File: src/verilog/nvm_access_pkg.sv
// constants, types and reset values of the nonvolatile memory access block
// How it works
// - load bit copies staging into 21-bit address
// - control 0x04 writes staged data at address
// - control 0x08 reads; may take several cycles
// - status bit 7 shows auto-increment enable
// - status bit 6 high while RAM fill runs
// - status bit 5 sets on nonzero result
// - only status register write clears error bit
// - status bit 4 flags last page location
// - auto-increment stops at page end 0x7C..0x7F
// - status bit 2 follows macro busy directly
// - status bits 1:0 hold last result code
// - completed read word held in read data
// - write moves write data into page buffer
// - fill busy blocks bus-issued memory operations
// - reset fill from reset base, instance zero
// - fill absent: outputs low, done high
// - fill copies configured count of 9-bit words
// - four reload requests start configured fill copies
// - ready always high, slave error always low
// - one clock, asynchronous active-low reset
// - auto-increment steps 4 bytes
// - control bit 7 write toggles auto-increment
package nvm_access_pkg;
    localparam int BUS_DATA_BITS      = 32;
    localparam int NVM_ADDR_BITS      = 21;
    localparam int NVM_OFS_BITS       = 18;
    localparam int RAM_FILL_ADDR_BITS = 12;
    localparam int FILL_WORD_BITS     = 9;
    localparam int NUM_RELOAD         = 4;
    localparam int NUM_CFG            = 5;

    localparam logic [4:0] OFS_ADDR1  = 5'h00;
    localparam logic [4:0] OFS_ADDR2  = 5'h04;
    localparam logic [4:0] OFS_ADDR3  = 5'h08;
    localparam logic [4:0] OFS_WDATA  = 5'h0C;
    localparam logic [4:0] OFS_CTRL   = 5'h10;
    localparam logic [4:0] OFS_STATUS = 5'h14;
    localparam logic [4:0] OFS_RDATA  = 5'h18;

    localparam int CTRL_LOAD    = 0;
    localparam int CTRL_WRITE   = 2;
    localparam int CTRL_READ    = 3;
    localparam int CTRL_PROGRAM = 4;
    localparam int CTRL_AUTOINC = 7;

    localparam int STAT_AUTOINC = 7;
    localparam int STAT_FILL    = 6;
    localparam int STAT_ERROR   = 5;
    localparam int STAT_PAGEEND = 4;
    localparam int STAT_BUSY    = 2;

    localparam logic [7:0]  STATUS_RESET   = 8'h80;
    localparam logic [20:0] AUTO_INC_STEP  = 21'h000004;
    localparam logic [6:0]  PAGE_LAST_OFS  = 7'h7F;
    localparam logic [6:0]  STEP_IGNORED   = 7'h03;
    localparam logic [1:0]  RESULT_OK      = 2'h0;
    localparam logic [1:0]  FILL_INSTANCE  = 2'h0;
    localparam logic [2:0]  CFG_RESET_IDX  = 3'h4;

    // index 0..3 follow the reload requests, index 4 is the reset copy
    localparam logic [17:0] CFG_BASE  [NUM_CFG] = '{18'h00080, 18'h00100, 18'h00180, 18'h00200, 18'h00000};
    localparam logic [11:0] CFG_COUNT [NUM_CFG] = '{12'h010, 12'h010, 12'h010, 12'h010, 12'h010};
    localparam logic        CFG_SPARE [NUM_CFG] = '{1'b0, 1'b0, 1'b0, 1'b0, 1'b0};

    typedef struct packed {
        logic [17:0] base;
        logic [11:0] count;
        logic        spare;
    } fill_cfg_t;

    typedef struct packed {
        logic [20:0] addr;
        logic [31:0] wdata;
        logic        rd;
        logic        wr;
        logic        prog;
    } nvm_cmd_t;

    typedef enum {ST_IDLE, ST_ISSUE, ST_WAIT, ST_FILL_LOAD, ST_FILL_ISSUE, ST_FILL_WAIT} state_t;
    typedef enum {OP_READ, OP_WRITE, OP_PROGRAM} op_t;
endpackage : nvm_access_pkg

File: src/verilog/fill_cfg_table.sv
// table of fill copy settings with a registered read port
`timescale 1ns/100ps
module fill_cfg_table (
    input  wire logic                      sys_clk_i,
    input  wire logic                      rst_n_i,
    input  wire logic                      ce_i,
    input  wire logic [2:0]                sel_i,
    output nvm_access_pkg::fill_cfg_t      cfg_o
);
    import nvm_access_pkg::*;

    fill_cfg_t table_w [NUM_CFG];

    genvar g;
    generate
        for (g = 0; g < NUM_CFG; g++) begin : g_entry
            assign table_w[g] = '{base: CFG_BASE[g], count: CFG_COUNT[g], spare: CFG_SPARE[g]};
        end
    endgenerate

    // registered read keeps the wide mux off the engine's path
    always_ff @(posedge sys_clk_i or negedge rst_n_i) begin
        if (!rst_n_i) begin
            cfg_o <= '0;
        end else if (ce_i) begin
            if (sel_i < 3'(NUM_CFG)) begin
                cfg_o <= table_w[sel_i];
            end else begin
                cfg_o <= '0;
            end
        end
    end
endmodule : fill_cfg_table

File: src/verilog/nvm_access.sv
// register access to the nonvolatile memory macro plus the RAM fill engine
`timescale 1ns/100ps
module nvm_access #(
    parameter bit INIT_ENABLED = 1'b1
) (
    input  wire logic                  sys_clk_i,
    input  wire logic                  rstn_i,
    input  wire logic                  ce_i,
    input  wire logic                  psel_i,
    input  wire logic                  penable_i,
    input  wire logic                  pwrite_i,
    input  wire logic [4:0]            paddr_i,
    input  wire logic [31:0]           pwdata_i,
    output logic      [31:0]           prdata_o,
    output logic                       pready_o,
    output logic                       pslverr_o,
    input  wire logic                  nvm_busy_i,
    input  wire logic [1:0]            nvm_status_i,
    input  wire logic [31:0]           nvm_rdata_i,
    output nvm_access_pkg::nvm_cmd_t   nvm_cmd_o,
    input  wire logic [3:0]            reload_req_i,
    output logic      [11:0]           ram_fill_addr_o,
    output logic      [8:0]            ram_fill_data_o,
    output logic                       ram_fill_valid_o,
    output logic                       init_done_o
);
    import nvm_access_pkg::*;

    logic [1:0]  rst_sync_q;
    logic        rst_n;
    state_t      state_q;
    op_t         kind_q;
    logic [20:0] addr_stage_q;
    logic [20:0] addr_q;
    logic [31:0] wdata_q;
    logic [31:0] rdata_q;
    logic [1:0]  result_q;
    logic        err_q;
    logic        autoinc_q;
    logic [3:0]  pend_q;
    logic        rst_fill_q;
    logic        fill_busy_q;
    logic [2:0]  sel_q;
    logic [11:0] fill_idx_q;
    fill_cfg_t   cfg_w;
    fill_cfg_t   fill_q;
    logic        wr_acc;
    logic        setup_rd;
    logic        ctrl_wr;
    logic        op_any;
    logic        fill_start;
    logic        op_go;
    logic        strobe_w;
    logic        done_w;
    logic        fill_word;
    logic        fill_last;
    logic        page_last;
    logic [2:0]  pick;
    logic [7:0]  status_w;

    // reset release is synchronised; assertion stays asynchronous
    always_ff @(posedge sys_clk_i or negedge rstn_i) begin
        if (!rstn_i) begin
            rst_sync_q <= 2'b00;
        end else begin
            rst_sync_q <= {rst_sync_q[0], 1'b1};
        end
    end
    assign rst_n = rst_sync_q[1];

    assign wr_acc     = psel_i & penable_i & pwrite_i;
    assign setup_rd   = psel_i & ~penable_i & ~pwrite_i;
    assign ctrl_wr    = wr_acc & (paddr_i == OFS_CTRL);
    assign op_any     = ctrl_wr & (pwdata_i[CTRL_READ] | pwdata_i[CTRL_WRITE] | pwdata_i[CTRL_PROGRAM]);
    assign fill_start = INIT_ENABLED && (state_q == ST_IDLE) && (rst_fill_q || (pend_q != 4'h0));
    // a command that lands while a fill runs or starts is dropped
    assign op_go      = (state_q == ST_IDLE) && !fill_start && op_any;
    assign strobe_w   = nvm_cmd_o.rd | nvm_cmd_o.wr | nvm_cmd_o.prog;
    // the strobe cycle is skipped: the macro raises busy one cycle late
    assign done_w     = (state_q == ST_WAIT) && !strobe_w && !nvm_busy_i;
    assign fill_word  = (state_q == ST_FILL_WAIT) && !strobe_w && !nvm_busy_i;
    assign fill_last  = (fill_idx_q + 12'h001) == fill_q.count;
    // low two bits are not stepped, so the page end is 0x7C..0x7F
    assign page_last  = (addr_q[6:0] | STEP_IGNORED) == PAGE_LAST_OFS;

    always_comb begin
        pick = CFG_RESET_IDX;
        if (!rst_fill_q) begin
            for (int k = NUM_RELOAD - 1; k >= 0; k--) begin
                if (pend_q[k]) begin
                    pick = 3'(k);
                end
            end
        end
    end

    assign status_w = {autoinc_q, fill_busy_q, err_q, page_last, 1'b0, nvm_busy_i, result_q};

    // the table output is registered, so the pick goes in at the start edge for the load state to see it
    fill_cfg_table u_cfg (
        .sys_clk_i (sys_clk_i),
        .rst_n_i   (rst_n),
        .ce_i      (ce_i),
        .sel_i     (fill_start ? pick : sel_q),
        .cfg_o     (cfg_w)
    );

    always_ff @(posedge sys_clk_i or negedge rst_n) begin
        if (!rst_n) begin
            pready_o  <= 1'b1;
            pslverr_o <= 1'b0;
        end else if (ce_i) begin
            pready_o  <= 1'b1;
            pslverr_o <= 1'b0;
        end
    end

    // read data is latched in the setup cycle so it stands in the access cycle
    always_ff @(posedge sys_clk_i or negedge rst_n) begin
        if (!rst_n) begin
            prdata_o <= '0;
        end else if (ce_i && setup_rd) begin
            case (paddr_i)
                OFS_ADDR1:  prdata_o <= {11'h000, addr_q};
                OFS_WDATA:  prdata_o <= wdata_q;
                OFS_STATUS: prdata_o <= {24'h000000, status_w};
                OFS_RDATA:  prdata_o <= rdata_q;
                default:    prdata_o <= '0;
            endcase
        end
    end

    always_ff @(posedge sys_clk_i or negedge rst_n) begin
        if (!rst_n) begin
            addr_stage_q <= '0;
            wdata_q      <= '0;
        end else if (ce_i && wr_acc) begin
            if (paddr_i == OFS_ADDR1) begin
                addr_stage_q <= pwdata_i[20:0];
            end
            if (paddr_i == OFS_WDATA) begin
                wdata_q <= pwdata_i;
            end
        end
    end

    always_ff @(posedge sys_clk_i or negedge rst_n) begin
        if (!rst_n) begin
            autoinc_q <= STATUS_RESET[STAT_AUTOINC];
        end else if (ce_i && ctrl_wr && pwdata_i[CTRL_AUTOINC]) begin
            autoinc_q <= !autoinc_q;
        end
    end

    always_ff @(posedge sys_clk_i or negedge rst_n) begin
        if (!rst_n) begin
            addr_q <= '0;
        end else if (ce_i) begin
            if (ctrl_wr && pwdata_i[CTRL_LOAD]) begin
                addr_q <= addr_stage_q;
            end else if (done_w && autoinc_q && !page_last && kind_q != OP_PROGRAM) begin
                addr_q <= addr_q + AUTO_INC_STEP;
            end
        end
    end

    always_ff @(posedge sys_clk_i or negedge rst_n) begin
        if (!rst_n) begin
            kind_q <= OP_READ;
        end else if (ce_i && op_go) begin
            if (pwdata_i[CTRL_READ]) begin
                kind_q <= OP_READ;
            end else if (pwdata_i[CTRL_WRITE]) begin
                kind_q <= OP_WRITE;
            end else begin
                kind_q <= OP_PROGRAM;
            end
        end
    end

    always_ff @(posedge sys_clk_i or negedge rst_n) begin
        if (!rst_n) begin
            result_q <= RESULT_OK;
            rdata_q  <= '0;
        end else if (ce_i && (done_w || fill_word)) begin
            result_q <= nvm_status_i;
            if (done_w && kind_q == OP_READ) begin
                rdata_q <= nvm_rdata_i;
            end
        end
    end

    // a new error in the clearing cycle wins over the clear
    always_ff @(posedge sys_clk_i or negedge rst_n) begin
        if (!rst_n) begin
            err_q <= STATUS_RESET[STAT_ERROR];
        end else if (ce_i) begin
            if ((done_w || fill_word) && nvm_status_i != RESULT_OK) begin
                err_q <= 1'b1;
            end else if (wr_acc && paddr_i == OFS_STATUS) begin
                err_q <= 1'b0;
            end
        end
    end

    always_ff @(posedge sys_clk_i or negedge rst_n) begin
        if (!rst_n) begin
            pend_q     <= 4'h0;
            rst_fill_q <= INIT_ENABLED;
            sel_q      <= CFG_RESET_IDX;
        end else if (ce_i) begin
            if (fill_start) begin
                sel_q      <= pick;
                rst_fill_q <= 1'b0;
            end
            if (INIT_ENABLED) begin
                pend_q <= (pend_q & ~(fill_start && !rst_fill_q ? 4'(1 << pick) : 4'h0)) | reload_req_i;
            end
        end
    end

    always_ff @(posedge sys_clk_i or negedge rst_n) begin
        if (!rst_n) begin
            state_q <= ST_IDLE;
        end else if (ce_i) begin
            case (state_q)
                ST_IDLE: begin
                    if (fill_start) begin
                        state_q <= ST_FILL_LOAD;
                    end else if (op_go) begin
                        state_q <= ST_ISSUE;
                    end
                end
                ST_ISSUE: begin
                    state_q <= ST_WAIT;
                end
                ST_WAIT: begin
                    if (done_w) begin
                        state_q <= ST_IDLE;
                    end
                end
                ST_FILL_LOAD: begin
                    state_q <= (cfg_w.count == 12'h000) ? ST_IDLE : ST_FILL_ISSUE;
                end
                ST_FILL_ISSUE: begin
                    state_q <= ST_FILL_WAIT;
                end
                ST_FILL_WAIT: begin
                    if (fill_word) begin
                        state_q <= fill_last ? ST_IDLE : ST_FILL_ISSUE;
                    end
                end
                default: begin
                    state_q <= ST_IDLE;
                end
            endcase
        end
    end

    always_ff @(posedge sys_clk_i or negedge rst_n) begin
        if (!rst_n) begin
            fill_q      <= '0;
            fill_idx_q  <= '0;
            fill_busy_q <= 1'b0;
        end else if (ce_i) begin
            if (fill_start) begin
                fill_busy_q <= 1'b1;
            end else if ((state_q == ST_FILL_LOAD && cfg_w.count == 12'h000) || (fill_word && fill_last)) begin
                fill_busy_q <= 1'b0;
            end
            if (state_q == ST_FILL_LOAD) begin
                fill_q     <= cfg_w;
                fill_idx_q <= '0;
            end else if (fill_word) begin
                fill_idx_q <= fill_idx_q + 12'h001;
            end
        end
    end

    // strobes are one cycle wide, launched from the issue states
    always_ff @(posedge sys_clk_i or negedge rst_n) begin
        if (!rst_n) begin
            nvm_cmd_o <= '0;
        end else if (ce_i) begin
            nvm_cmd_o.rd   <= 1'b0;
            nvm_cmd_o.wr   <= 1'b0;
            nvm_cmd_o.prog <= 1'b0;
            if (state_q == ST_ISSUE) begin
                nvm_cmd_o.addr  <= addr_q;
                nvm_cmd_o.wdata <= wdata_q;
                nvm_cmd_o.rd    <= kind_q == OP_READ;
                nvm_cmd_o.wr    <= kind_q == OP_WRITE;
                nvm_cmd_o.prog  <= kind_q == OP_PROGRAM;
            end else if (state_q == ST_FILL_ISSUE) begin
                nvm_cmd_o.addr <= {FILL_INSTANCE, fill_q.spare, fill_q.base + {6'h00, fill_idx_q}};
                nvm_cmd_o.rd   <= 1'b1;
            end
        end
    end

    // with the engine absent these stay at their reset levels
    always_ff @(posedge sys_clk_i or negedge rst_n) begin
        if (!rst_n) begin
            ram_fill_addr_o  <= '0;
            ram_fill_data_o  <= '0;
            ram_fill_valid_o <= 1'b0;
            init_done_o      <= !INIT_ENABLED;
        end else if (ce_i && INIT_ENABLED) begin
            ram_fill_valid_o <= fill_word;
            if (fill_word) begin
                ram_fill_addr_o <= fill_idx_q;
                ram_fill_data_o <= nvm_rdata_i[8:0];
            end
            if (fill_start) begin
                init_done_o <= 1'b0;
            end else if (!fill_busy_q || (fill_word && fill_last)) begin
                init_done_o <= 1'b1;
            end
        end
    end
endmodule : nvm_access

File: config.mk
export PLATFORM = sky130hd
export DESIGN_NAME = nvm_access
export DESIGN_NICKNAME = d
export VERILOG_FILES = /design/src/verilog/nvm_access_pkg.sv /design/src/verilog/fill_cfg_table.sv /design/src/verilog/nvm_access.sv
export SDC_FILE = /design/constraint.sdc
export NUM_CORES = 1
export LEC_CHECK = 0
export ABC_CLOCK_PERIOD_IN_PS = 22500
export BUFFER_PORTS_ARGS = -buffer_cell sky130_fd_sc_hd__buf_4
export CAP_MARGIN = 10
export CORE_MARGIN = 2
export CORE_UTILIZATION = 45
export CTS_BUF_LIST = sky130_fd_sc_hd__clkbuf_4
export DETAILED_ROUTE_END_ITERATION = 7
export PLACE_DENSITY_LB_ADDON = 0.12
export SLEW_MARGIN = 25
export SYNTH_ARGS = -nofsm -noshare
export SYNTH_HDL_FRONTEND = slang
export SYNTH_HIERARCHICAL = 1
export SYNTH_SLANG_ARGS = --single-unit
File: constraint.sdc
create_clock -name sys_clk_i -period 22.5 [get_ports sys_clk_i]
set_clock_uncertainty 0.15 [all_clocks]
set_input_delay 2.25 -clock sys_clk_i [delete_from_list [all_inputs] [get_ports sys_clk_i]]
set_output_delay 2.25 -clock sys_clk_i [all_outputs]
set_load 0.01 [all_outputs]
* Word-level counts from Yosys, hierarchy flattened
Memory sizes are Yosys's and may differ from the RTL's.
Index checks and enable logic that the tools add are counted.
Widths: inputs -> output; s select.
** Cells by class
- Add/sub/neg operators :: 3
- $mul :: 0
- Divide/modulo/power cells :: 0
- Order comparisons :: 2
- Equal/unequal tests :: 22
- Shifts and indexed selects :: 1
- Multiplexer cells :: 35
- Bitwise logic cells :: 16
- Reductions and logical operators :: 61
** Operators with widths (count)
- $pmux 32 s6 :: 1
- $eq 32x3->1 const B :: 5
- $eq 32x2->1 const B :: 4
- $mux 32 :: 4
- $pmux 32 s4 :: 1
- $logic_not 32->1 :: 3
- $mux 31 :: 3
- $mux 21 :: 4
- $eq 32x4->1 const B :: 2
- $eq 32x1->1 const B :: 1
- $ne 32x3->1 const B :: 1
- $reduce_and 2->1 :: 13
- $mux 12 :: 2
- $mux 3 :: 8
- $logic_and 1x1->1 :: 23
- $add 21x3->21 const B :: 1
- $eq 5x5->1 const B :: 4
- $add 18x12->18 :: 1
- $reduce_bool 2->1 :: 7
- $add 12x1->12 const B :: 1
- $eq 12x12->1 :: 1
- $logic_not 12->1 :: 1
- $mux 1 :: 8
- $logic_not 1->1 :: 7
- other kinds (19) :: 34
** Storage, ports and cells
- Bits in registers :: 370
- Latch bits :: 0
- Memory bits (writable) :: 0
- Memory bits (read-only) :: 248
- Input bits :: 82
- Output and inout port bits :: 113
- Logic and storage cells :: 172
- Memories kept :: 1
** Memory list
- (name not given) :: words 8, bits a word 31, read ports 1, clocked after memory_dff 0, write ports 0, RTL line fill_cfg_table.sv:27 : cfg_o <= table_w[sel_i];

* Logic depth before layout (Yosys ltp)
Gate-level depths: netlist (run 1).
- Word-level depth :: 11
- Mapped depth :: 10
- Gate-level depth less buffers :: 10

* Modules after synthesis
Netlist (run 1), hierarchy kept.
** Modules (own cells, without submodules)
- nvm_access :: times used 1, cells an instance 1162, area an instance 12738.5 um^2, seq. area each 7010.5 um^2
- fill_cfg_table :: times used 1, cells an instance 43, area an instance 385.4 um^2, seq. area each 100.1 um^2

* Least setup slack after synthesis (run 1)
OpenSTA, ideal clock, no wires.
- Kind :: input port to flip-flop
- Start :: in ce_i
- End :: reg fill_q[10] (netlist bit)
- Setup time :: 125 ps
- Data arrival time :: 3853 ps
- Data required time :: 22225 ps
- Slack :: 18372 ps
- Stages on the path :: 6
- Buffers on the path :: 3
- Cell sequence :: clkbuf_1 clkinv_1 or4_1 buf_2 buf_1 mux2_2
** On the way
- Longest elaborated chain between the ends :: 1
** Ends and longest elaborated chain
- start: declaration :: RTL line nvm_access.sv:8 : input wire logic ce_i,
- $reduce_and 2->1 (no line)
- end signal: assignment :: RTL line nvm_access.sv:272 : fill_q <= cfg_w;
- end: declaration :: RTL line nvm_access.sv:46 : fill_cfg_t fill_q;
No other way between the ends.
A chain may end at the register's enable or synchronous reset.

* Final worst setup path (run 1)
- Start :: in paddr_i[1]
- End :: reg addr_q[9]
** On the way
- Longest elaborated chain between the ends :: 5
- Elaborated cells on any way between the ends :: 6
- Classes of those cells :: eq/ne: 1; mux: 1; bitwise: 1; reduce/logical: 3
** Ends and longest elaborated chain
- start: declaration :: RTL line nvm_access.sv:12 : input wire logic [4:0] paddr_i,
- $eq 5x5->1 * :: RTL line nvm_access.sv:73 : assign ctrl_wr = wr_acc & (paddr_i == OFS_CTRL);
- $and 1x1->1 * :: RTL line nvm_access.sv:73
- $logic_and 1x1->1 * :: RTL line nvm_access.sv:159 : if (ctrl_wr && pwdata_i[CTRL_LOAD]) begin
- $reduce_bool 2->1 (no line)
- $reduce_and 2->1 (no line)
- end signal: assignment :: RTL line nvm_access.sv:160 : addr_q <= addr_stage_q;
- end signal: assignment :: RTL line nvm_access.sv:162 : addr_q <= addr_q + AUTO_INC_STEP;
- end: declaration :: RTL line nvm_access.sv:34 : logic [20:0] addr_q;
Mark *: on every way between the ends. The rest lies on a longest branch, timed or not.

==> out/results.txt, run 1 <==
complex-gate fraction of the synthesized area -> 0.122
XOR/XNOR Fraction of Synth Area -> 0.0227
port bufs -> 192
Arr. time, crit path -> 4.84 ns
Crit Path Class -> input pin to flip-flop
sequential cell area -> 0.00711 mm^2
FMAX -> 0.226 GHz
Tcrit/Tclk final -> 0.197
hold-fix buffer count after cts -> 0
CTS Root Cell -> clkbuf_4
first-pass GRT wire length -> 54.7 mm
ys async rst share -> 1.00
post-synth top area share -> 0.536
Antenna Nets Post-Route -> 0
Worst Hold Class -> flip-flop to flip-flop
clock buffer depth -> 3
multi-input combinational cell area -> 0.00560 mm^2
clock sink count -> 284
Synth Register Bits -> 284
largest net degree at the start of global routing -> 82
startpoint types -> input pin
Die W -> 175 um
top cells by area, synth -> dfrtp_1 54%, mux2_2 13%, nand2_1 5.1%
total CTS buffers -> 78
Via density -> 5.43
area grow syn2layout -> 20.6%
htree depth -> 3
total congestion overflow -> 0
initial core utilization -> 0.457
vias after detailed routing -> 10100
Core ar. -> 0.0287 mm^2
mux contribution to synthesized area -> 0.132
Setup Fix Bufs, Post-CTS -> 0
Lkg Pwr -> 7.75 nW
Synth top cells by count -> 281 x dfrtp_1, 180 x nand2_1, 152 x mux2_2
crit path capture type -> flip-flop
Ys Warns -> 6
PD cells -> 93.7 mW/mm^2
Synth Area in Adders -> 0.0168
R2R depth -> 10
R2R Path End -> nvm_cmd_o[51]
GRT Overall Usage -> 0.227
reg2reg setup slack -> 19.25 ns
crit-path max FO -> 26
hold worst-path end -> rst_sync_q[1]
synthesized area per cell -> 10.9 um^2
Post-Route WL -> 34.6 mm
Post-DP Area -> 0.0148 mm^2
RePlAce Congestion -> 0.839
min Tclk post-route -> 4.43 ns
Final nets -> 1522
reg2reg start -> fill_idx_q[0]
Final Max Tran Viols -> 0
share of the yosys chip area belonging to registers -> 0.542
peak supply drop -> 0.0000458 V
RSZ-0062 raised after global routing -> false
FP Rows -> 62
Die ar. -> 0.0305 mm^2
maxcap violations -> 0
count leader, synth -> dfrtp_1
area leader, netlist -> dfrtp_1
share of cells above drive strength 1 -> 0.344
critical path required time -> 22.91 ns
DRT Pass-1 Iters -> 7
DRC errors left -> 0
main combinational cell family by area after synthesis -> multiplexers
final setup TNS -> 0 ns
initial antenna violation count -> 2
final setup fails -> 0
library cells used by synthesis -> 64
DR WL/cell -> 18.6 um
CTS tree -> done
Synth Area in Simple Gates -> 0.121
boundary pin count -> 195
Final Hold Viols -> 0
Finished Core Util -> 0.552
Post-DP HPWL -> 23.9 mm
Filler cells -> 2575
Die Y-Extent -> 175 um
Final Instance Area -> 0.0158 mm^2
worst rel slew slack -> 0.310
Worst Max-Slew Pin Slew -> 1.03 ns
clk slew on worst S/H paths -> 0.06 ns
CTS resizes -> 0
vias in the first global route -> 9804
hold depth -> 0
Worst-Skew Late Latency -> 0.71 ns
Post-Syn Area -> 0.0131 mm^2
outcome -> finished clean
ys flop type -> dfrtp_1
1st-iter DRT viols -> 640
Crit. Startpoint -> paddr_i[1]
Mapped Cells -> 1205
hold_sp -> rst_sync_q[0]
Post-synth EDFFs -> 0
[registers in the layout (all words and copies together) (netlist names), 4 cells and up]
register,flops
ram_fill_addr_o,12
prdata_o,32
u_cfg/cfg_o,4
addr_q,21
ram_fill_data_o,9
addr_stage_q,21
wdata_q,32
pend_q,4
fill_q,31
rdata_q,32
fill_idx_q,12
nvm_cmd_o,56
[cell type report]
cell class                      count  share of cell area
Inverter                           19             0.00450
Clock buffer                      119              0.0564
Clock inverter                     13             0.00759
Timing Repair Buffer              205              0.0977
Tap cell                          384              0.0303
Sequential cell                   284               0.449
Multi-Input combinational cell    835               0.354
Antenna cell                        1            0.000158
[through the flow]
stage | hold WS (ns) | cells | total power, W | setup slack (ns)
finish | 0.208 | 1860 | 0.00148 | 18.07
global route | 0.222 | 1860 | 0.00158 | 17.92
CTS | 0.211 | 1859 | 0.00150 | 18.12
detailed placement | 0.197 | 1727 | 0.00102 | 17.41
global placement | 0.186 | 1727 | 0.00101 | 17.47
floorplan | 0.181 | 1232 | 0.000882 | 13.85
[metal layers]
metal | vias up | track usage | wire (um) | share of wire
met5 | - | 0 | 0 | 0
met4 | 0 | 0.0781 | 765 | 0.022
met3 | 54 | 0.0416 | 1950 | 0.056
met2 | 331 | 0.355 | 16000 | 0.46
met1 | 4977 | 0.320 | 15900 | 0.46
li1 | 4729 | - | - | -
[worst max-delay path, stage by stage]
cell	delay, ns
buf_4	0.13
or3b_1	0.51
nor4_4	0.88
nand2_2	0.24
o41ai_4	0.09
buf_4	0.33
o21ai_0	0.14
a22o_1	0.26
[layout by cell type, fill, tap and decap left out, types with 13 or more instances in the layout]
cell type / instances
nand2_1: 178
xnor2_1: 24
dfrtp_1: 280
and3_1: 13
o21ai_0: 81
buf_4: 203
mux2_2: 152
a222oi_1: 14
conb_1: 30
nor3_1: 17
inv_1: 18
clkbuf_4: 119
a21oi_1: 56
nor2_1: 50
a22o_1: 15
nand3_1: 32
ha_1: 16
[power by group]
group | internal [W] | switching, W | leakage [nW] | total [W]
clock network | 0.000263 | 0.000213 | 0.600 | 0.000477
registers | 0.000594 | 0.0000697 | 3.77 | 0.000664
logic | 0.000169 | 0.000175 | 3.38 | 0.000344
total | 0.00103 | 0.000458 | 7.75 | 0.00148
[worst max path at each step]
stage | to | slack, ns | cells after the start
global placement | addr_q[9] | 17.47 | 8
detailed placement | addr_q[14] | 17.41 | 8
finish | addr_q[9] | 18.07 | 8
CTS | addr_q[9] | 18.12 | 8
global route | addr_q[9] | 17.92 | 8
floorplan | addr_q[0] | 13.85 | 0
[logic make-up (layout without fill, tap and decap cells)]
family          count (synthesis)  after routing
compound gates                250            250
xor+xnor                       34             34
fa+ha+maj                      17             17
buf+inv                       113            356
flops                         284            284
mux                           154            154
other cells                     3             31
simple gates                  350            350
Note: power is estimated with default switching activity, not from simulation.
==> inputs of run 2 (changes only) <==
--- a/config.mk
+++ b/config.mk
@@ -5,7 +5,8 @@
 export SDC_FILE = /design/constraint.sdc
 export NUM_CORES = 1
 export LEC_CHECK = 0
-export ABC_CLOCK_PERIOD_IN_PS = 22500
+export ABC_AREA = 1
+export ABC_CLOCK_PERIOD_IN_PS = 4500
 export BUFFER_PORTS_ARGS = -buffer_cell sky130_fd_sc_hd__buf_4
 export CAP_MARGIN = 10
 export CORE_MARGIN = 2
==> constraint.sdc (replaced) <==
create_clock -name sys_clk_i -period 4.5 [get_ports sys_clk_i]
set_clock_uncertainty 0.15 [all_clocks]
set_input_delay 0.45 -clock sys_clk_i [delete_from_list [all_inputs] [get_ports sys_clk_i]]
set_output_delay 0.45 -clock sys_clk_i [all_outputs]
set_load 0.01 [all_outputs]
==> run 2 against run 1 <==
Synthesized area increased by 1.9%; combinational power rose to 8.1 times the previous value; hold slack worse by 0.060 ns; via count up 15%; critical endpoint is now nvm_cmd_o[42]; synthesized cell count rose by 32%; flip-flop and latch count did not move; non-clock buffer count increased by 75.
==> out/results.txt, run 2 <==
RSZ-0062 raised after global routing -> false
Post-Syn Area -> 0.0134 mm^2 (+1.9%)
maxcap violations -> 0 (unchanged)
multi-input combinational cell area -> 0.00521 mm^2 (-7.0%)
startpoint types -> flip-flop
area grow syn2layout -> 25.8%
pre-CTS setup slack -> 1.68 ns (-15.73 ns)
sequential cell area -> 0.00711 mm^2 (unchanged)
Crit Path Class -> flip-flop to flip-flop
Worst Max-Slew Pin Slew -> 0.911 ns (-0.120 ns)
Post-synth EDFFs -> 0 (unchanged)
worst rel slew slack -> 0.391 (+0.0808)
Tcrit/Tclk final -> 0.626
share of the yosys chip area belonging to registers -> 0.532 (-0.0101)
peak supply drop -> 0.000319 V (+600%)
vias in the first global route -> 11300 (+15%)
Synth Register Bits -> 284 (unchanged)
boundary pin count -> 195 (unchanged)
Ys Warns -> 6 (unchanged)
largest net degree at the start of global routing -> 92 (+12%)
FP Rows -> 63 (+1.6%)
count leader, synth -> nand2_1
critical path required time -> 4.88 ns (-18.03 ns)
1st-iter DRT viols -> 695 (+8.6%)
Final nets -> 1987 (+31%)
clk slew on worst S/H paths -> 0.06 ns (about the same)
initial antenna violation count -> 1 (-1)
Worst-Skew Late Latency -> 0.71 ns (about the same)
Via density -> 4.98 (-8.2%)
DRC errors left -> 0 (unchanged)
Die Y-Extent -> 176 um (+0.93%)
htree depth -> 3 (unchanged)
Core ar. -> 0.0295 mm^2 (+2.7%)
Antenna Nets Post-Route -> 0 (unchanged)
most frequent cells in the layout -> 400 x nand2_1, 280 x dfrtp_1, 199 x buf_4
Setup Fix Bufs, Post-CTS -> 0 (unchanged)
Die W -> 176 um (+0.93%)
outcome -> finished clean
crit path capture type -> flip-flop
clock buffer depth -> 3 (unchanged)
DRT Pass-1 Iters -> 5 (-2)
min Tclk post-route -> 2.82 ns
Filler cells -> 2782 (+8.0%)
RePlAce Congestion -> 0.873 (+4.0%)
Arr. time, crit path -> 3.20 ns (-1.64 ns)
Post-Route WL -> 36.3 mm (+5.1%)
final setup fails -> 0 (unchanged)
post-synth top area share -> 0.526 (-0.0100)
most common cell after layout, fill and taps aside -> nand2_1
ys flop type -> dfrtp_1
first-pass GRT wire length -> 58.4 mm (+6.8%)
ys async rst share -> 1.00 (unchanged)
total CTS buffers -> 79 (+1.3%)
final setup TNS -> 0 ns (unchanged)
Mapped Cells -> 1592 (+32%)
synthesized area per cell -> 8.40 um^2 (-23%)
share of cells above drive strength 1 -> 0.200 (-0.145)
initial core utilization -> 0.454 (-0.00358)
port bufs -> 192 (unchanged)
top cells by area, synth -> dfrtp_1 53%, nand2_1 11%, o21ai_0 6.3%
Final Hold Viols -> 0 (unchanged)
Die ar. -> 0.0311 mm^2 (+1.9%)
DR WL/cell -> 15.6 um (-16%)
Final Max Tran Viols -> 0 (unchanged)
CTS tree -> done
Synth top cells by count -> 403 x nand2_1, 281 x dfrtp_1, 174 x inv_1
max reg flops -> 56 (unchanged)
CTS Root Cell -> clkbuf_4
library cells used by synthesis -> 44 (-31%)
area leader, netlist -> dfrtp_1
vias after detailed routing -> 11600 (+15%)
Lkg Pwr -> 8.60 nW (+11%)
Post-DP HPWL -> 25.3 mm (+6.0%)
FMAX -> 0.355 GHz
GRT Overall Usage -> 0.235 (+0.00806)
Worst Hold Class -> input pin to flip-flop
clock sink count -> 284 (unchanged)
crit-path max FO -> 27 (+3.8%)
Largest Register -> nvm_cmd_o
PD cells -> 532 mW/mm^2 (+470%)
post-route setup slack -> 1.68 ns (-16.39 ns)
total congestion overflow -> 0 (unchanged)
==> run 2: cell type report <==
cell class                 instances  share of cell area
clock inverter                    19             0.00625
antenna                            1            0.000149
inverter                         182              0.0406
multi-input combinational       1061               0.310
clock buffer                     118              0.0527
timing repair buffer             280               0.139
sequential                       284               0.423
tap                              390              0.0290
==> run 2: worst paths after layout <==
kind / slack, ns / cells past startpoint / startpoint / end
setup / recovery: 1.68 / 10 / state_q[1] / nvm_cmd_o[42]
hold / removal: 0.15 / 4 / penable_i / err_q
setup reg to reg: 1.68 / 10 / state_q[1] / nvm_cmd_o[42]
hold reg to reg: 0.20 / 0 / rst_sync_q[0] / rst_sync_q[1]
max in group asynchronous: 2.83 / 1 / rst_sync_q[1] / nvm_cmd_o[39]
min in group asynchronous: 0.25 / 0 / rst_sync_q[1] / nvm_cmd_o[50]
==> run 2: critical path, cell delays in order (launching register included) <==
cell and delay, ns:
dfrtp_1 0.39, inv_1 0.09, nand2_1 0.10, nor2_4 0.43, inv_2 0.27, nor2_4 0.43, inv_2 0.07, nand2_2 0.21
inv_2 0.24, a21oi_1 0.20, a21oi_1 0.08
==> run 2: report_power, final <==
part / switching, W / leakage, nW / internal [W]
combinational: 0.00164 / 4.42 / 0.00115
sequential: 0.000579 / 3.58 / 0.00326
clock: 0.00112 / 0.597 / 0.00121
==> run 2: repair_timing <==
| item | 4_1_cts | 5_1_grt |
|---|---|---|
| setup endpoints to repair | 0 | 0 |
| resized for setup | 0 | 0 |
| hold buffers | 78 | 0 |
| hold endpoints to repair | 111 | 0 |
==> run 2: through the flow <==
stage	area [um^2]	hold slack, ns	power (W)	instances	util
global placement	15000	0.0836	0.00656	2119	0.510
global route	16800	0.176	0.00962	2335	0.571
finish	16800	0.148	0.00895	2335	0.571
CTS	16800	0.100	0.00904	2334	0.570
floorplan	13500	0.00441	0.00552	1619	-
detailed placement	15000	0.0845	0.00662	2119	0.510
==> run 2: metal layers <==
layer  track usage  up-vias  share of wire
li1              -     5755              -
met1         0.331     5472           0.47
met2         0.370      336           0.45
met3        0.0377       61          0.056
met4        0.0840        0          0.024
met5             0        -              0
==> run 2: kinds of logic (layout without fill, tap and decap cells) <==
| kind of cell | count (synthesis) | count (layout) | share of synthesized area |
|---|---|---|---|
| multiplexers | 13 | 13 | 0.0109 |
| buffers and inverters | 274 | 599 | 0.0881 |
| XOR/XNOR | 20 | 20 | 0.0131 |
| flip-flops | 284 | 284 | 0.532 |
| AND/OR/NAND/NOR | 634 | 634 | 0.198 |
| other | 3 | 31 | 0.000842 |
| AO/OA/AOI/OAI | 347 | 347 | 0.141 |
| adder cells (fa/ha/maj) | 17 | 17 | 0.0165 |
==> inputs of run 3 (changes only) <==
--- a/config.mk
+++ b/config.mk
@@ -5,8 +5,8 @@
 export SDC_FILE = /design/constraint.sdc
 export NUM_CORES = 1
 export LEC_CHECK = 0
-export ABC_AREA = 1
-export ABC_CLOCK_PERIOD_IN_PS = 4500
+export ABC_AREA = 0
+export ABC_CLOCK_PERIOD_IN_PS = 2400
 export BUFFER_PORTS_ARGS = -buffer_cell sky130_fd_sc_hd__buf_4
 export CAP_MARGIN = 10
 export CORE_MARGIN = 2
==> constraint.sdc (replaced) <==
create_clock -name sys_clk_i -period 2.4 [get_ports sys_clk_i]
set_clock_uncertainty 0.15 [all_clocks]
set_input_delay 0.24 -clock sys_clk_i [delete_from_list [all_inputs] [get_ports sys_clk_i]]
set_output_delay 0.24 -clock sys_clk_i [all_outputs]
set_load 0.01 [all_outputs]
==> run 3 against run 2 <==
First-iteration DRC count decreased by 3.9%; the run now ends with setup timing left; combinational power increased by 42%; critical path depth unchanged; critical path type unchanged; sequential share of layout area decreased by 1.7 points; maximum frequency increased by 14%; clock-buffer cell count increased by 9; die area decreased by 1.8%; total power increased by 66%; hold slack got worse by 0.096 ns; wire length decreased by 2.0%.
==> out/results.txt, run 3 (synthesized netlist as in run 1, its figures left out) <==
FP Rows -> 62 (-1.6%)
slowest stage delay, CP -> 0.39 ns (-0.04 ns)
Comb pwr share -> 0.267 (-0.045)
Die W -> 175 um (-0.92%)
CTS Root Cell -> clkbuf_4
total CTS buffers -> 76 (-3.8%)
Post-DP Area -> 0.0154 mm^2 (+2.3%)
Post-Route WL -> 35.6 mm (-2.0%)
Largest Register -> nvm_cmd_o
GRT Overall Usage -> 0.232 (-0.00287)
Core ar. -> 0.0287 mm^2 (-2.6%)
startpoint types -> flip-flop
total congestion overflow -> 0 (unchanged)
worst rel slew slack -> 0.543 (+0.152)
initial antenna violation count -> 1 (unchanged)
multi-input combinational cell area -> 0.00574 mm^2 (+10%)
initial core utilization -> 0.457 (+0.00358)
Arr. time, crit path -> 2.89 ns (-0.31 ns)
sequential share of power -> 0.415 (-0.013)
Final nets -> 1682 (-15%)
Final Max Tran Viols -> 0 (unchanged)
Sw Share -> 0.305 (-0.0670)
DR WL/cell -> 17.5 um (+13%)
vias after detailed routing -> 10600 (-8.5%)
Pint -> 0.0103 W (+83%)
Lkg Pwr -> 8.55 nW (-0.56%)
reg2reg start -> fill_idx_q[0]
worst hold-check slack -> 0.0518 ns (-0.0961 ns)
boundary pin count -> 195 (unchanged)
Via density -> 5.24 (+5.3%)
clock sink count -> 284 (unchanged)
most common cell after layout, fill and taps aside -> dfrtp_1
clk slew on worst S/H paths -> 0.08 ns (+0.02 ns)
most frequent cells in the layout -> 280 x dfrtp_1, 277 x buf_4, 179 x nand2_1
Filler cells -> 2422 (-13%)
port bufs -> 192 (unchanged)
Worst Hold Class -> input pin to flip-flop
Final Hold Viols -> 0 (unchanged)
crit-path cells -> ha_4, inv_2, fa_2, nand2b_4, a211oi_4, o31ai_2, a31oi_2, nand4_1, xnor2_1, a221o_1
largest net degree at the start of global routing -> 74 (-20%)
Post-DP HPWL -> 24.8 mm (-2.3%)
min Tclk post-route -> 2.48 ns (-0.340 ns)
Die Y-Extent -> 175 um (-0.92%)
Final Instance Area -> 0.0175 mm^2 (+4.1%)
vias in the first global route -> 10600 (-6.4%)
Crit. Startpoint -> fill_idx_q[0]
Worst-Skew Late Latency -> 0.71 ns (about the same)
Worst Max-Slew Pin Slew -> 0.685 ns (-0.226 ns)
share of cells above drive strength 1 -> 0.374 (+0.174)
hold_sp -> psel_i
sequential cell area -> 0.00711 mm^2 (unchanged)
reg2reg setup slack -> -0.08 ns (-1.76 ns)
htree depth -> 3 (unchanged)
Crit Path Class -> flip-flop to flip-flop
post-route setup slack -> -0.0769 ns (-1.76 ns)
first-pass GRT wire length -> 56.3 mm (-3.5%)
Antenna Nets Post-Route -> 0 (unchanged)
critical path required time -> 2.81 ns (-2.07 ns)
PD cells -> 845 mW/mm^2 (+59%)
max reg flops -> 56 (unchanged)
CTS tree -> done
failing checks -> setup timing
Die ar. -> 0.0305 mm^2 (-1.8%)
DRT Pass-1 Iters -> 5 (unchanged)
critical path's slowest cell -> dfrtp_1
Tcrit/Tclk final -> 1.03 (+0.406)
clock buffer depth -> 3 (unchanged)
FMAX -> 0.404 GHz (+14%)
RSZ-0062 raised after global routing -> true
peak supply drop -> 0.000485 V (+52%)
NetSw -> 0.00452 W (+36%)
area grow syn2layout -> 33.5%
fin cells -> 2029 (-13%)
placed cells -> 1796 (-15%)
RePlAce Congestion -> 0.856 (-1.9%)
crit-path max FO -> 3 (-89%)
outcome -> finished, violations left
clock network fraction of design power -> 0.318 (+0.058)
final setup fails -> 2 (+2)
1st-iter DRT viols -> 668 (-3.9%)
maxcap violations -> 0 (unchanged)
crit path capture type -> flip-flop
Design Power -> 0.0148 W (+66%)
DRC errors left -> 0 (unchanged)
==> run 3: cell types whose count changed in the layout (fill, tap and decap cells not counted), moves of 66 or more <==
cell / delta
o21ai_0: -89
buf_4: +78
nand2_1: -221
mux2_2: +139
inv_1: -157
nor2_1: -66
==> run 3: what timing repair did <==
action / CTS / global route
gates resized for setup: 1 / 25
setup endpoints to repair: 6 / 52
hold buffers: 84 / 0
buffers inserted: 2 / 7
pin swaps: 8 / 11
hold endpoints to repair: 144 / 0
==> run 3: layer usage <==
layer  GRT usage  share of wire  up-vias
met5           0              0        -
met4      0.0750          0.026        0
met3      0.0433          0.046       72
met2       0.391           0.49      286
met1       0.305           0.44     5231
li1            -              -     5045
==> run 3: critical path, delay by kind of cell, from the launching register on <==
kind,cells,cell delay [ns]
buffers and inverters,1,0.04
xor gates and xnor gates,1,0.15
adders and majority gates,2,0.49
AOI/OAI and AO/OA,4,0.83
DFF,1,0.39
and+or+nand+nor,2,0.29
==> run 3: final timing paths <==
check                                   end  cells after the start
max reg2reg                   nvm_cmd_o[51]                     10
max                           nvm_cmd_o[51]                     10
min                            prdata_o[10]                      5
max in group asynchronous       prdata_o[3]                      2
min reg2reg                addr_stage_q[16]                      1
min in group asynchronous  addr_stage_q[16]                      1
==> run 3: final cells by class <==
| cell class | count | share of cell area |
|---|---|---|
| timing repair buffer | 367 | 0.173 |
| clock buffer | 127 | 0.0544 |
| clock inverter | 11 | 0.00750 |
| antenna | 2 | 0.000286 |
| sequential | 284 | 0.406 |
| multi-input combinational | 835 | 0.328 |
| tap | 384 | 0.0274 |
| inverter | 19 | 0.00407 |
==> run 3: power by group through the flow <==
stage / combinational [W] / clock [W] / sequential, W
2_1_floorplan: 0.00199 / 0 / 0.00629
3_3_place_gp: 0.00363 / 0 / 0.00621
3_5_place_dp: 0.00369 / 0 / 0.00624
4_1_cts: 0.00384 / 0.00484 / 0.00615
5_1_grt: 0.00436 / 0.00509 / 0.00624
6_report: 0.00396 / 0.00470 / 0.00615
==> run 3: metrics by stage <==
stage	utilization	setup TNS (ns)	setup WS, ns
after global routing	0.611	-0.882	-0.189
after detailed placement	0.536	-0.336	-0.162
after CTS	0.604	-0.367	-0.173
final	0.611	-0.0815	-0.0769
after global placement	0.536	-0.228	-0.136
after floorplan	-	-162.82	-0.583
